File: src/hw/port_pkg.sv
// Constants, types and register map for the expanded port block.
// Assumes one clock and a synchronous active-high reset in every user.
// Notes on behaviour
// - Ports four and five have latches that act like standard port latches.
// - Control/status register is CPU read/write except bits 1:0, which are read-only.
// - Reset sets control/status bits 7:2 to one and clears bits 1:0.
// - B flag field 7:6: low, high, input-full, or active-low port-enable input.
// - A flag field 5:4: low, high, output-full, or register-select input.
// - Bit 3 picks output strobe edge clearing output-full: 0 falling, 1 rising.
// - Bit 2: 0 captures on input strobe rise; 1 latch follows while strobe low.
// - Bit 1 reads 1 while the output buffer holds unacknowledged data.
// - Bit 0 reads 1 while the input buffer holds unread data.
// - B high bit 0 with A field 10 drives port always; strobe only clears.
// - Ports four and five are plain quasi-bidirectional ports.
// - Small package variant has only the low four bits of port four.
// - Grounded control pins with reset state give a plain port, no setup.
// - Reset state is bus interface mode and must not disturb a host bus.
package port_pkg;
    localparam logic [7:0] ADDR_P4 = 8'hc0;
    localparam logic [7:0] ADDR_P5 = 8'hc8;
    localparam logic [7:0] ADDR_P6 = 8'hd8;
    localparam logic [7:0] ADDR_CSR = 8'he8;
    localparam logic [7:0] CSR_RESET = 8'hfc;
    localparam logic [7:0] LATCH_RESET = 8'hff;
    localparam int CSR_OBF = 1;
    localparam int CSR_IBF = 0;
    localparam int CSR_MODE_LSB = 2;
    localparam logic [1:0] FLAG_LOW = 2'h0;
    localparam logic [1:0] FLAG_HIGH = 2'h1;
    localparam logic [1:0] FLAG_STATUS = 2'h2;
    localparam logic [1:0] FLAG_INPUT = 2'h3;
    localparam int FIFO_DEPTH = 16;
    localparam int P4_WIDTH = 8;

    typedef struct packed {
        logic [7:0] addr;
        logic wr;
        logic rd;
        logic [7:0] wdata;
    } sfr_req_t;

    // Writable upper six bits of the control/status register
    typedef struct packed {
        logic [1:0] bmode;
        logic [1:0] amode;
        logic out_full_clear_edge;
        logic in_strobe_sense;
    } p6_mode_t;

    typedef struct packed {
        logic ids_n;
        logic ods_n;
        logic fa;
        logic fb;
        logic [7:0] data;
    } p6_pins_t;
endpackage

File: src/hw/quasi_port.sv
// Quasi-bidirectional port: latch, weak-high pins, filtered pin read.
// Assumes pins come from outside the clock domain.
`timescale 1ns/1ps
module quasi_port #(
    parameter int W = 8
) (
    // Clock and reset
    input wire logic ref_clk,
    input wire logic srst,
    // CPU side
    input wire logic wr,
    input wire logic [W-1:0] wdata,
    output logic [W-1:0] latch,
    output logic [W-1:0] pin_val,
    // Pins
    input wire logic [W-1:0] pin_i,
    output logic [W-1:0] pin_o,
    output logic [W-1:0] pin_oe
);
    logic [W-1:0] latch_ff, nxt_latch;
    logic [W-1:0] s1_ff, s2_ff, s3_ff, filt_ff, nxt_filt;

    always_comb begin
        nxt_latch = wr ? wdata : latch_ff;
        nxt_filt = (~(s2_ff ^ s3_ff) & s2_ff) | ((s2_ff ^ s3_ff) & filt_ff);
    end

    always_ff @(posedge ref_clk) begin
        if (srst) begin
            latch_ff <= W'(port_pkg::LATCH_RESET);
            s1_ff <= '1;
            s2_ff <= '1;
            s3_ff <= '1;
            filt_ff <= '1;
        end else begin
            latch_ff <= nxt_latch;
            s1_ff <= pin_i;
            s2_ff <= s1_ff;
            s3_ff <= s2_ff;
            filt_ff <= nxt_filt;
        end
    end

    // Only a zero is driven; a one is left to the pull-up so the pin reads as input
    assign latch = latch_ff;
    assign pin_val = filt_ff;
    assign pin_o = '0;
    assign pin_oe = ~latch_ff;

    AST_LATCH_WR: assert property (@(posedge ref_clk) disable iff (srst)
        wr |=> (latch == $past(wdata)) && (pin_oe == ~$past(wdata)))
        else $error("port latch did not take CPU write");
endmodule

File: src/hw/strobed_parallel_port_csr.sv
// Ports four, five and the strobed port six with its control/status register.
// Assumes a CPU special-function bus on ref_clk; all pins are asynchronous.
`timescale 1ns/1ps
module strobed_parallel_port_csr #(
    parameter int P4W = port_pkg::P4_WIDTH,
    parameter int DEPTH = port_pkg::FIFO_DEPTH
) (
    // Clock and reset
    input wire logic ref_clk,
    input wire logic srst,
    // CPU special-function access
    input wire port_pkg::sfr_req_t sfr_req,
    output logic [7:0] sfr_rdata,
    // Port four pins
    input wire logic [P4W-1:0] p4_i,
    output logic [P4W-1:0] p4_o,
    output logic [P4W-1:0] p4_oe,
    // Port five pins
    input wire logic [7:0] p5_i,
    output logic [7:0] p5_o,
    output logic [7:0] p5_oe,
    // Port six data pins
    input wire logic [7:0] p6_i,
    output logic [7:0] p6_o,
    output logic [7:0] p6_oe,
    // Port six strobes, active low
    input wire logic input_data_strobe_n,
    input wire logic output_data_strobe_n,
    // Port six flag pins
    input wire logic flag_pin_a_i,
    output logic flag_pin_a_o,
    output logic flag_pin_a_oe,
    input wire logic flag_pin_b_i,
    output logic flag_pin_b_o,
    output logic flag_pin_b_oe
);
    port_pkg::p6_pins_t raw, s1_ff, s2_ff, s3_ff, filt_ff, prev_ff, nxt_filt;
    port_pkg::p6_mode_t mode;
    logic [7:0] p4_val8, p5_val, p5_latch;
    logic [P4W-1:0] p4_val, p4_latch;
    logic wr_p4, wr_p5, wr_p6, wr_csr, rd_p6;
    logic pe_active, reg_sel, data_acc, csr_acc, out_always, host_read;
    logic ids_rise, ods_rise, ods_fall, ods_clr_edge;
    logic input_buffer_full, fifo_in_ready, fifo_push, fifo_pop;
    logic [7:0] fifo_head, csr_view;
    logic [5:0] csr_ff, nxt_csr;
    logic output_buffer_full_ff, nxt_obf;
    logic [7:0] out_buf_ff, nxt_out_buf, in_latch_ff, nxt_in_latch;
    logic [7:0] rdata_ff, nxt_rdata, p6_o_ff, nxt_p6_o;
    logic p6_en_ff, nxt_p6_en;
    logic fa_o_ff, fa_oe_ff, fb_o_ff, fb_oe_ff;
    logic nxt_fa_o, nxt_fa_oe, nxt_fb_o, nxt_fb_oe;

    // CPU decode
    assign wr_p4 = sfr_req.wr & (sfr_req.addr == port_pkg::ADDR_P4);
    assign wr_p5 = sfr_req.wr & (sfr_req.addr == port_pkg::ADDR_P5);
    assign wr_p6 = sfr_req.wr & (sfr_req.addr == port_pkg::ADDR_P6);
    assign wr_csr = sfr_req.wr & (sfr_req.addr == port_pkg::ADDR_CSR);
    assign rd_p6 = sfr_req.rd & (sfr_req.addr == port_pkg::ADDR_P6);

    // Ports four and five
    quasi_port #(.W(P4W)) u_port_four (
        .ref_clk(ref_clk),
        .srst(srst),
        .wr(wr_p4),
        .wdata(sfr_req.wdata[P4W-1:0]),
        .latch(p4_latch),
        .pin_val(p4_val),
        .pin_i(p4_i),
        .pin_o(p4_o),
        .pin_oe(p4_oe)
    );

    quasi_port #(.W(8)) u_port_five (
        .ref_clk(ref_clk),
        .srst(srst),
        .wr(wr_p5),
        .wdata(sfr_req.wdata),
        .latch(p5_latch),
        .pin_val(p5_val),
        .pin_i(p5_i),
        .pin_o(p5_o),
        .pin_oe(p5_oe)
    );

    // Missing upper port-four bits read as zero in the narrow variant
    assign p4_val8 = 8'(p4_val);

    // Three-stage pin synchroniser; a change counts once stages two and three agree
    assign raw = '{ids_n: input_data_strobe_n, ods_n: output_data_strobe_n,
                   fa: flag_pin_a_i, fb: flag_pin_b_i, data: p6_i};

    always_comb begin
        nxt_filt = port_pkg::p6_pins_t'((~(s2_ff ^ s3_ff) & s2_ff)
                                       | ((s2_ff ^ s3_ff) & filt_ff));
    end

    always_ff @(posedge ref_clk) begin
        if (srst) begin
            s1_ff <= '1;
            s2_ff <= '1;
            s3_ff <= '1;
            filt_ff <= '1;
            prev_ff <= '1;
        end else begin
            s1_ff <= raw;
            s2_ff <= s1_ff;
            s3_ff <= s2_ff;
            filt_ff <= nxt_filt;
            prev_ff <= filt_ff;
        end
    end

    // Mode decode
    assign mode = port_pkg::p6_mode_t'(csr_ff);
    assign pe_active = (mode.bmode == port_pkg::FLAG_INPUT) ? ~filt_ff.fb : 1'b1;
    assign reg_sel = (mode.amode == port_pkg::FLAG_INPUT) ? filt_ff.fa : 1'b0;
    assign data_acc = pe_active & ~reg_sel;
    assign csr_acc = pe_active & reg_sel;
    assign out_always = ~mode.bmode[1] & (mode.amode == port_pkg::FLAG_STATUS);
    assign ids_rise = filt_ff.ids_n & ~prev_ff.ids_n;
    assign ods_rise = filt_ff.ods_n & ~prev_ff.ods_n;
    assign ods_fall = ~filt_ff.ods_n & prev_ff.ods_n;
    assign ods_clr_edge = mode.out_full_clear_edge ? ods_rise : ods_fall;
    assign host_read = pe_active & ~filt_ff.ods_n;
    assign csr_view = {csr_ff, output_buffer_full_ff, input_buffer_full};

    // Input buffer: a full FIFO refuses further strobes rather than overwrite
    assign fifo_push = data_acc & ids_rise;
    assign fifo_pop = rd_p6;

    sync_fifo #(.WIDTH(8), .DEPTH(DEPTH)) u_in_fifo (
        .ref_clk(ref_clk),
        .srst(srst),
        .in_valid(fifo_push),
        .in_ready(fifo_in_ready),
        .in_data(filt_ff.data),
        .out_valid(input_buffer_full),
        .out_ready(fifo_pop),
        .out_data(fifo_head)
    );

    // Control/status, buffers and flags
    always_comb begin
        nxt_csr = csr_ff;
        if (csr_acc & ids_rise) begin
            nxt_csr = filt_ff.data[7:port_pkg::CSR_MODE_LSB];
        end
        if (wr_csr) begin
            nxt_csr = sfr_req.wdata[7:port_pkg::CSR_MODE_LSB];
        end
        nxt_obf = output_buffer_full_ff;
        if (data_acc & ods_clr_edge) begin
            nxt_obf = 1'b0;
        end
        if (wr_p6) begin
            nxt_obf = 1'b1;
        end
        nxt_out_buf = wr_p6 ? sfr_req.wdata : out_buf_ff;
        nxt_in_latch = in_latch_ff;
        if (mode.in_strobe_sense & data_acc & ~filt_ff.ids_n) begin
            nxt_in_latch = filt_ff.data;
        end
        // Live latch answers when nothing is buffered, so grounded strobes read the pins
        case (sfr_req.addr)
            port_pkg::ADDR_P4: nxt_rdata = p4_val8;
            port_pkg::ADDR_P5: nxt_rdata = p5_val;
            port_pkg::ADDR_P6: nxt_rdata = input_buffer_full ? fifo_head : in_latch_ff;
            port_pkg::ADDR_CSR: nxt_rdata = csr_view;
            default: nxt_rdata = 8'h00;
        endcase
        if (!sfr_req.rd) begin
            nxt_rdata = rdata_ff;
        end
    end

    always_ff @(posedge ref_clk) begin
        if (srst) begin
            csr_ff <= port_pkg::CSR_RESET[7:port_pkg::CSR_MODE_LSB];
            output_buffer_full_ff <= 1'b0;
            out_buf_ff <= port_pkg::LATCH_RESET;
            in_latch_ff <= port_pkg::LATCH_RESET;
            rdata_ff <= 8'h00;
        end else begin
            csr_ff <= nxt_csr;
            output_buffer_full_ff <= nxt_obf;
            out_buf_ff <= nxt_out_buf;
            in_latch_ff <= nxt_in_latch;
            rdata_ff <= nxt_rdata;
        end
    end

    // Pin drivers; in reset state nothing is driven unless the host enables and strobes
    always_comb begin
        nxt_p6_en = out_always | host_read;
        nxt_p6_o = (host_read & reg_sel) ? csr_view : out_buf_ff;
        case (mode.bmode)
            port_pkg::FLAG_LOW: nxt_fb_o = 1'b0;
            port_pkg::FLAG_HIGH: nxt_fb_o = 1'b1;
            port_pkg::FLAG_STATUS: nxt_fb_o = input_buffer_full;
            default: nxt_fb_o = 1'b0;
        endcase
        nxt_fb_oe = (mode.bmode != port_pkg::FLAG_INPUT);
        case (mode.amode)
            port_pkg::FLAG_LOW: nxt_fa_o = 1'b0;
            port_pkg::FLAG_HIGH: nxt_fa_o = 1'b1;
            port_pkg::FLAG_STATUS: nxt_fa_o = output_buffer_full_ff;
            default: nxt_fa_o = 1'b0;
        endcase
        nxt_fa_oe = (mode.amode != port_pkg::FLAG_INPUT);
    end

    always_ff @(posedge ref_clk) begin
        if (srst) begin
            p6_en_ff <= 1'b0;
            p6_o_ff <= 8'hff;
            fa_o_ff <= 1'b0;
            fa_oe_ff <= 1'b0;
            fb_o_ff <= 1'b0;
            fb_oe_ff <= 1'b0;
        end else begin
            p6_en_ff <= nxt_p6_en;
            p6_o_ff <= nxt_p6_o;
            fa_o_ff <= nxt_fa_o;
            fa_oe_ff <= nxt_fa_oe;
            fb_o_ff <= nxt_fb_o;
            fb_oe_ff <= nxt_fb_oe;
        end
    end

    assign p6_o = p6_o_ff;
    assign p6_oe = {8{p6_en_ff}};
    assign flag_pin_a_o = fa_o_ff;
    assign flag_pin_a_oe = fa_oe_ff;
    assign flag_pin_b_o = fb_o_ff;
    assign flag_pin_b_oe = fb_oe_ff;
    assign sfr_rdata = rdata_ff;

    AST_CSR_RESET: assert property (@(posedge ref_clk) disable iff (srst)
        $past(srst) |-> (csr_view == 8'hfc) && !p6_en_ff)
        else $error("control/status not at reset value after reset");
    AST_CSR_RO: assert property (@(posedge ref_clk) disable iff (srst)
        wr_csr && !wr_p6 && !(data_acc && ods_clr_edge) |=>
        (csr_ff == $past(sfr_req.wdata[7:2]))
        && (output_buffer_full_ff == $past(output_buffer_full_ff)))
        else $error("control/status write wrong or touched read-only bit");
    AST_FLAG_PIN_B: assert property (@(posedge ref_clk) disable iff (srst)
        mode.bmode == port_pkg::FLAG_STATUS |=> fb_oe_ff && fb_o_ff == $past(input_buffer_full))
        else $error("B flag does not show input-full");
    AST_FLAG_PIN_A: assert property (@(posedge ref_clk) disable iff (srst)
        mode.amode == port_pkg::FLAG_INPUT |=> !fa_oe_ff)
        else $error("A flag driven while it is select input");
    AST_OBF_CLR: assert property (@(posedge ref_clk) disable iff (srst)
        data_acc && ods_clr_edge && !wr_p6 |=> !output_buffer_full_ff && csr_view[1] == 1'b0)
        else $error("output-full not cleared by selected strobe edge");
    AST_LEVEL: assert property (@(posedge ref_clk) disable iff (srst)
        mode.in_strobe_sense && data_acc && !filt_ff.ids_n |=> in_latch_ff == $past(filt_ff.data))
        else $error("input latch not following in level mode");
    AST_OBF_SET: assert property (@(posedge ref_clk) disable iff (srst)
        wr_p6 |=> output_buffer_full_ff && out_buf_ff == $past(sfr_req.wdata))
        else $error("data write did not load buffer and set output-full");
    AST_IBF: assert property (@(posedge ref_clk) disable iff (srst)
        fifo_push && fifo_in_ready && !fifo_pop |=> input_buffer_full && csr_view[0])
        else $error("captured byte did not set input-full");
    AST_ALWAYS: assert property (@(posedge ref_clk) disable iff (srst)
        out_always |=> p6_oe == 8'hff)
        else $error("output-always mode not driving port");
    AST_SAFE: assert property (@(posedge ref_clk) disable iff (srst)
        !out_always && !host_read |=> p6_oe == 8'h00)
        else $error("port drives the bus without enable and strobe");
    AST_HOST_CSR: assert property (@(posedge ref_clk) disable iff (srst)
        csr_acc && ids_rise && !wr_csr |=> csr_ff == $past(filt_ff.data[7:2]))
        else $error("host control/status write lost");

    // Port-enable, pin drive and read-path checks
    AST_PE_OFF: assert property (@(posedge ref_clk) disable iff (srst)
        (mode.bmode == port_pkg::FLAG_INPUT) && filt_ff.fb && !rd_p6
        |=> input_buffer_full == $past(input_buffer_full))
        else $error("disabled port took a host strobe");
    AST_FLAG_PIN_B_LOW: assert property (@(posedge ref_clk) disable iff (srst)
        mode.bmode == port_pkg::FLAG_LOW |=> fb_oe_ff && !fb_o_ff)
        else $error("B flag not driven low");
    AST_FLAG_PIN_A_HIGH: assert property (@(posedge ref_clk) disable iff (srst)
        mode.amode == port_pkg::FLAG_HIGH |=> fa_oe_ff && fa_o_ff)
        else $error("A flag not driven high");
    AST_OUT_DATA: assert property (@(posedge ref_clk) disable iff (srst)
        host_read && !reg_sel |=> p6_o == $past(out_buf_ff))
        else $error("port six not showing the output buffer");
    AST_OUT_CSR: assert property (@(posedge ref_clk) disable iff (srst)
        host_read && reg_sel |=> p6_o == $past(csr_view))
        else $error("port six not showing control/status");
    AST_RD_FIFO: assert property (@(posedge ref_clk) disable iff (srst)
        rd_p6 && input_buffer_full |=> sfr_rdata == $past(fifo_head))
        else $error("data read did not return the oldest buffered byte");
    AST_RD_P4: assert property (@(posedge ref_clk) disable iff (srst)
        sfr_req.rd && (sfr_req.addr == port_pkg::ADDR_P4) |=> sfr_rdata == $past(p4_val8))
        else $error("port four read did not return its pins");
    AST_QUASI_OE: assert property (@(posedge ref_clk) disable iff (srst)
        (p4_oe == ~p4_latch) && (p5_oe == ~p5_latch))
        else $error("quasi port drives low where its latch is high");

    COV_HOST_WRITE: cover property (@(posedge ref_clk) disable iff (srst) fifo_push ##[1:20] rd_p6);
    COV_HOST_READ: cover property (@(posedge ref_clk) disable iff (srst)
        wr_p6 ##[1:20] (data_acc && ods_clr_edge));
    COV_FIFO_FULL: cover property (@(posedge ref_clk) disable iff (srst) !fifo_in_ready);
    COV_ALWAYS: cover property (@(posedge ref_clk) disable iff (srst) out_always && ods_fall);
    COV_PE_BLOCKED: cover property (@(posedge ref_clk) disable iff (srst)
        (mode.bmode == port_pkg::FLAG_INPUT) && filt_ff.fb && ids_rise);
endmodule

File: src/hw/sync_fifo.sv
// Synchronous FIFO with valid/ready on both sides.
// Assumes push and pop come from logic on the same clock.
`timescale 1ns/1ps
module sync_fifo #(
    parameter int WIDTH = 8,
    parameter int DEPTH = 16
) (
    // Clock and reset
    input wire logic ref_clk,
    input wire logic srst,
    // Fill side
    input wire logic in_valid,
    output logic in_ready,
    input wire logic [WIDTH-1:0] in_data,
    // Drain side
    output logic out_valid,
    input wire logic out_ready,
    output logic [WIDTH-1:0] out_data
);
    localparam int AW = $clog2(DEPTH);
    logic [WIDTH-1:0] mem [DEPTH];
    logic [AW-1:0] wptr_ff, rptr_ff, nxt_wptr, nxt_rptr;
    logic [AW:0] cnt_ff, nxt_cnt;
    logic push, pop;

    assign in_ready = (cnt_ff != (AW+1)'(DEPTH));
    assign out_valid = (cnt_ff != '0);
    assign out_data = mem[rptr_ff];
    assign push = in_valid & in_ready;
    assign pop = out_valid & out_ready;

    always_comb begin
        nxt_wptr = push ? ((wptr_ff == AW'(DEPTH-1)) ? '0 : wptr_ff + 1'b1) : wptr_ff;
        nxt_rptr = pop ? ((rptr_ff == AW'(DEPTH-1)) ? '0 : rptr_ff + 1'b1) : rptr_ff;
        nxt_cnt = cnt_ff + (AW+1)'(push) - (AW+1)'(pop);
    end

    always_ff @(posedge ref_clk) begin
        if (srst) begin
            wptr_ff <= '0;
            rptr_ff <= '0;
            cnt_ff <= '0;
        end else begin
            wptr_ff <= nxt_wptr;
            rptr_ff <= nxt_rptr;
            cnt_ff <= nxt_cnt;
        end
    end

    // Storage needs no reset; only valid entries are ever read
    always_ff @(posedge ref_clk) begin
        if (push) begin
            mem[wptr_ff] <= in_data;
        end
    end
endmodule

File: config.mk
export PLATFORM = sky130hd
export DESIGN_NAME = strobed_parallel_port_csr
export DESIGN_NICKNAME = d
export VERILOG_FILES = /design/src/hw/port_pkg.sv /design/src/hw/quasi_port.sv /design/src/hw/strobed_parallel_port_csr.sv /design/src/hw/sync_fifo.sv
export SDC_FILE = /design/constraint.sdc
export NUM_CORES = 1
export LEC_CHECK = 0
export BUFFER_PORTS_ARGS = -buffer_cell sky130_fd_sc_hd__buf_2
export CORE_MARGIN = 2
export CORE_UTILIZATION = 35
export CTS_CLUSTER_DIAMETER = 50
export DETAILED_ROUTE_END_ITERATION = 8
export SLEW_MARGIN = 15
export SYNTH_ARGS = -nofsm -noshare
export SYNTH_HDL_FRONTEND = slang
export SYNTH_SLANG_ARGS = --single-unit
File: constraint.sdc
create_clock -name ref_clk -period 3.8 [get_ports ref_clk]
set_input_delay 0.19 -clock ref_clk [delete_from_list [all_inputs] [get_ports ref_clk]]
set_output_delay 0.19 -clock ref_clk [all_outputs]
set_load 0.01 [all_outputs]
* Yosys cells after proc, flatten, opt, wreduce, memory -nomap -nowiden
Memories as Yosys holds them, arrays and structs flattened. A register that Yosys moved wholly into a read port is not among the register bits.
Index checks and enable logic that the tools add are counted.
** Cells by class
- Add/sub/neg operators :: 4
- Equal/unequal tests :: 15
- Multiplexer cells :: 18
- Bitwise gates (word level) :: 45
- Reduce and logical (&&, ||, !) cells :: 3
** Operators with widths (number)
- $and A8 B8 Y8 :: 4
- $eq A8 B8 Y1 const B :: 4
- $not A8 Y8 :: 4
- $pmux W8 S4 :: 1
- $and A12 B12 Y12 :: 2
- $and A1 B1 Y1 :: 20
- $mux W4 :: 4
- $mux W8 :: 2
- $or A8 B8 Y8 :: 2
- $xor A8 B8 Y8 :: 2
- $mux W6 :: 2
- $not A12 Y12 :: 1
- $or A12 B12 Y12 :: 1
- $xor A12 B12 Y12 :: 1
- $add A4 B1 Y4 const B :: 2
- $eq A2 B2 Y1 const B :: 4
- $eq A4 B4 Y1 const B :: 2
- $mux W1 :: 7
- $not A1 Y1 :: 7
- $add A5 B1 Y5 :: 1
- $ne A5 B5 Y1 const B :: 1
- $reduce_bool A5 Y1 :: 1
- $sub A5 B1 Y5 :: 1
- $eq A2 B1 Y1 const B :: 2
- 4 further kinds :: 7
** Word-level totals
- Register bits after elaboration :: 187
- RAM bits :: 128
- Input bits :: 48
- Output and inout bits :: 60
- Word-level logic and storage cells :: 132
- Memories kept :: 1
** Memories
- u_in_fifo.mem :: words 16, bits a word 8, read ports 1, clocked after Yosys merged registers in 1, wr ports 1, RTL line sync_fifo.sv:21 : logic [WIDTH-1:0] mem [DEPTH];

* Logic depth before layout (Yosys ltp)
- Depth in word-level cells :: 8
- Depth in mapped cells :: 14
- Mapped depth without buffers :: 13

* Cells and area by module
Synthesis repeated with hierarchy kept, for this count alone.
** Second synthesis, totals
- Cell total of the unflattened synthesis :: 953
- Area total of the unflattened synthesis :: 12022.8 um2
** By module, submodules not included
- sync_fifo :: times used 1, cells an instance 312, area an instance 5739.3 um2
- strobed_parallel_port_csr :: times used 1, cells an instance 387, area an instance 3678.5 um2
- quasi_port :: times used 2, cells an instance 127, area an instance 1302.5 um2

* Least setup slack after synthesis
Ideal clock, no wire load.
- Path type :: register to register
- From :: register u_in_fifo.cnt_ff[3]
- To :: register u_in_fifo.cnt_ff[4]
- Setup time :: 128 ps
- Arrival time :: 2478 ps
- Slack :: 1194 ps
- Stages on the path, launching flop included :: 15
- Buffers on the path :: 1
- Cell sequence :: dfxtp_1 inv_1 ha_1 or4b_1 nand2_1 nor2b_1 buf_2 xor2_1 ha_1 fa_1 a21oi_1 nor2_1 nor2_1 xnor2_1 nor2_1
** On the way
- Cells in the longest elaborated chain, start to end :: 4
- Elaborated cells between the ends (all ways) :: 6
- Classes of those cells :: 2 x add/sub; 1 x eq/ne; 2 x bitwise; 1 x reduce/logical
** RTL lines
- start: declaration :: RTL line sync_fifo.sv:23 : logic [AW:0] cnt_ff, nxt_cnt;
- start signal: assignment :: RTL line sync_fifo.sv:46 : cnt_ff <= nxt_cnt;
- $ne A5 B5 Y1 :: RTL line sync_fifo.sv:26 : assign in_ready = (cnt_ff != (AW+1)'(DEPTH));
- $and A1 B1 Y1 :: RTL line sync_fifo.sv:29 : assign push = in_valid & in_ready;
- $add A5 B1 Y5 :: RTL line sync_fifo.sv:35 : nxt_cnt = cnt_ff + (AW+1)'(push) - (AW+1)'(pop);
- $sub A5 B1 Y5 (*) :: RTL line sync_fifo.sv:35
Every way passes the cells marked *; elsewhere a longest branch is shown, timed or not.
A chain may end at the register's enable or synchronous reset.

* Final worst setup path
- From :: register u_in_fifo.cnt_ff[2]
- To :: register u_in_fifo.cnt_ff[4]
Same word-level chain as after synthesis.

==> summary by stage <==
Clocking
The sink count of the clock tree is 319. The insertion delay to the later sink of the worst-skew pair is 0.51 ns. The clock transition at the registers of the reported paths is 0.06 ns. In this run the post-CTS setup repair buffer count came out at 0. The clock root buffer master is clkbuf_16.

The clock tree synthesis step divided the H-tree into 2 levels. The buffer levels on the longest clock path is 3. The number of buffers inserted during clock tree synthesis is 37. TritonCTS built the clock tree.

Setup path
Of all nets on the critical path, the largest fanout is 21. The length in cells of the worst reg-to-reg path is 14. The endpoint identified for the worst register-to-register timing path is u_in_fifo.cnt_ff[4]. The path type of the worst setup path is flip-flop to flip-flop.

On the critical path, the stage with the largest delay is an instance of nor2b_1. The endpoint of the worst setup timing path is u_in_fifo.cnt_ff[4]. The worst flop-to-flop path startpoint is u_in_fifo.cnt_ff[2]. The worst setup path is captured at a flip-flop. For this run, the slowest stage of the critical path takes 0.44 ns. The setup slack on the worst flop-to-flop path is 0.76 ns.

The critical path crosses 14 cells after its start point. The cell that appears most often on the critical path is nor2_1. The kind of cell adding the most delay to the critical path is simple AND/OR/NAND/NOR gates.

Counting both buffers and inverters, the worst setup path holds a total of 2. STA puts the critical path data arrival time at 3.41 ns. Tracing the worst setup path back leads to its startpoint at u_in_fifo.cnt_ff[2]. The required time at the worst-slack endpoint is 4.17 ns. STA classifies the critical path startpoint as a flip-flop. The critical path goes through inv_1 > ha_1 > or4b_1 > buf_4 > nand2_1 > nor2b_1 > xor2_1 > ha_1 > fa_1 > a21oi_1 > nor2_1 > nor2_1 > xnor2_1 > nor2_1.

Timing
The max-slew violation count is 0. The number of endpoints with negative hold slack in the final report is 0. The final setup TNS is 0 ns. The clock arrives with 0.0149 ns of skew. The normalized max-slew margin is 39.8%. The final clock period utilization by the worst path is 80.0%. The worst setup slack after layout is 0.761 ns. The clock period minus worst slack is 3.04 ns.

Setup repair after global routing left no endpoint under its margin. Derived from the worst setup path, the maximum achievable clock frequency is 329 MHz. Setup violations remaining at the end of the flow were counted as 0.

The slew at the pin closest to its max-slew limit is 0.901 ns.

Routing
In the routed layout, each cell is associated on average with a via count of 4.73. The first-pass detailed-route iteration total is 5. The count of nets left with antenna violations once routing finished came out at 0. The DRC violation total after the first TritonRoute iteration is 648. The routed wire length is 25300 µm. The routed layout has 7433 vias. After detailed routing, the average wire length per cell comes to 16.1 µm. In the routed design, unresolved DRC markers number 0.

Logic synthesis
The most used flip-flop cell after synthesis is dfxtp_1. Synthesis instantiated 50 different standard cells from the library. For this run, the number of Yosys warnings is 0. In this run, synthesis inferred 128 flip-flops with an integrated enable. The synthesized design spends more area on one cell type than any other, namely edfxtp_1. The mean area per synthesized cell is 12.5 µm². The total of flip-flops plus latches after synthesis is 319. Synthesis produced 966 cells.

The async set or reset register ratio after synthesis is 0%. Sequential elements use 63.5% of the synthesized area. Summing every instance area after synthesis gives 12100 µm². After synthesis, the cell types taking the most area are edfxtp_1 (32%), dfxtp_1 (32%), mux4_2 (4.7%). The share of the synthesized area in the top cell type is 31.8%.

Global routing
The initial antenna violation count was 0. The first global-routing pass estimated 39000 µm of wire. The total overflow left after global routing is 0. Entering global routing, the biggest net connects 107 pins. The via count of the first global-routing pass is 6943. The global router's overall resource usage is 13.8%.

Pwr
The design draws 7470 µW. IR analysis of the VDD net gives a maximum drop of 288 µV. The total power density per cell area is 514 nW/µm². The analysis attributes to cell leakage a power of 0.00583 µW.

Die
The die covers 36000 µm². In this run the core area contains 68 standard-cell rows. Measured along the x axis, the die boundary spans 190 µm. For this configuration, the core starts out at a cell density of 35.2%.

The region available for standard cell placement spans 34300 µm². 108 I/O pins were placed. The height of the die is 190 µm.

Layout
The number of antenna diodes in the final layout is 0. The total number of nets in the final design is 1151. The top cell types in the final layout, fill and taps aside, are dfxtp_1 (190), edfxtp_1 (128), nor2_1 (95). In the final layout, the share of cells above drive strength 1 is 25.7%. The area growth from synthesis to layout is 20.3%. The filler cells instantiated in the layout total 3199. For this run, the share of the core covered by cells in the final layout is 42.4%. Leaving out fill and tap cells, the most frequent cell in the layout is dfxtp_1.

Place
Routability-driven placement finished with a final weighted congestion of 0.785. The half-perimeter wire length after placement is 16300 µm. The quantity of I/O buffers inserted on ports is 91.

Before CTS, the worst setup slack after placement is 0.811 ns.

Run status
The run finished with clean final reports.

Worst hold path
The min-delay analysis places its worst path in the category primary input to flip-flop.

Job
The tool flagged a number of max-cap violations equal to 0.
routing by layer:
metal  wire length (µm)  vias up  GRT usage, %
met1              12000     3573          20.0
met5                  0        -             0
met2              11400      198          21.6
met3               1460       41          2.23
li1                   -     3621             -
met4                501        0          3.61
how the worst min path moves through the flow:
stage / from / cells past startpoint / slack [ns] / end
3_3_place_gp: p5_i[0] / 2 / 0.37 / u_port_five.s1_ff[0]
2_1_floorplan: p6_i[0] / 1 / 0.29 / s1_ff[0]
6_report: sfr_req[8] / 4 / 0.15 / flip-flop
4_1_cts: sfr_req[8] / 4 / 0.14 / u_in_fifo.rptr_ff[2]
5_1_grt: sfr_req[8] / 4 / 0.18 / flip-flop
3_5_place_dp: output_data_strobe_n / 2 / 0.37 / s1_ff[10]
area by class of cell:
class	instances	area [µm²]	area share [%]
multi-input cells	555	3930	27.1
flip-flops and latches	319	7670	52.8
clock buffers	47	1060	7.28
inverters	35	131	0.904
well taps	455	569	3.92
repair buffers	138	913	6.28
clock inverters	21	262	1.80
logic make-up (layout without fill, tap and decap cells):
family,Yosys count,in the layout,share of synthesized area (%)
flops,319,319,63.5
simple gates,293,293,12.7
compound gates,164,164,9.58
buf+inv,107,241,4.43
mux,58,58,7.44
fa+ha+maj,17,17,1.82
xor+xnor,7,7,0.508
other cells,1,16,0.0310
synthesized netlist by cell type (all sizes together) (10+ instances only):
library cell  number
dfxtp            191
edfxtp           128
nand3b            16
a21oi             45
or2               87
a211o             24
nor2              95
mux2i             29
clkbuf            30
mux4              25
nand2b            17
o21ai             17
ha                16
nand2             45
o21bai            28
buf               42
a311oi            10
inv               35
report_power, final:
| group | internal [µW] | leakage, µW | switching, µW |
|---|---|---|---|
| Clock | 2330 | 0.000651 | 1400 |
| Combinational | 83.7 | 0.00227 | 71.2 |
| Sequential | 3570 | 0.00290 | 16.8 |
| Total | 5990 | 0.00583 | 1480 |
worst min-delay path, stage by stage:
cell and delay, ns:
buf_2 0.17, nand4_1 0.10, xor2_1 0.09, nor2_1 0.08
what timing repair did:
item	CTS	global route
endpoints found under the hold margin	52	0
gates resized for setup	0	0
hold buffers	36	0
through the flow:
step,area [µm²],instances,hold slack (ns)
2_1_floorplan,12100,981,0.294
3_3_place_gp,12900,1466,0.372
3_5_place_dp,12900,1466,0.374
4_1_cts,14500,1570,0.136
5_1_grt,14500,1570,0.180
6_report,14500,1570,0.150
No activity file was read; power rests on OpenSTA's default activity.
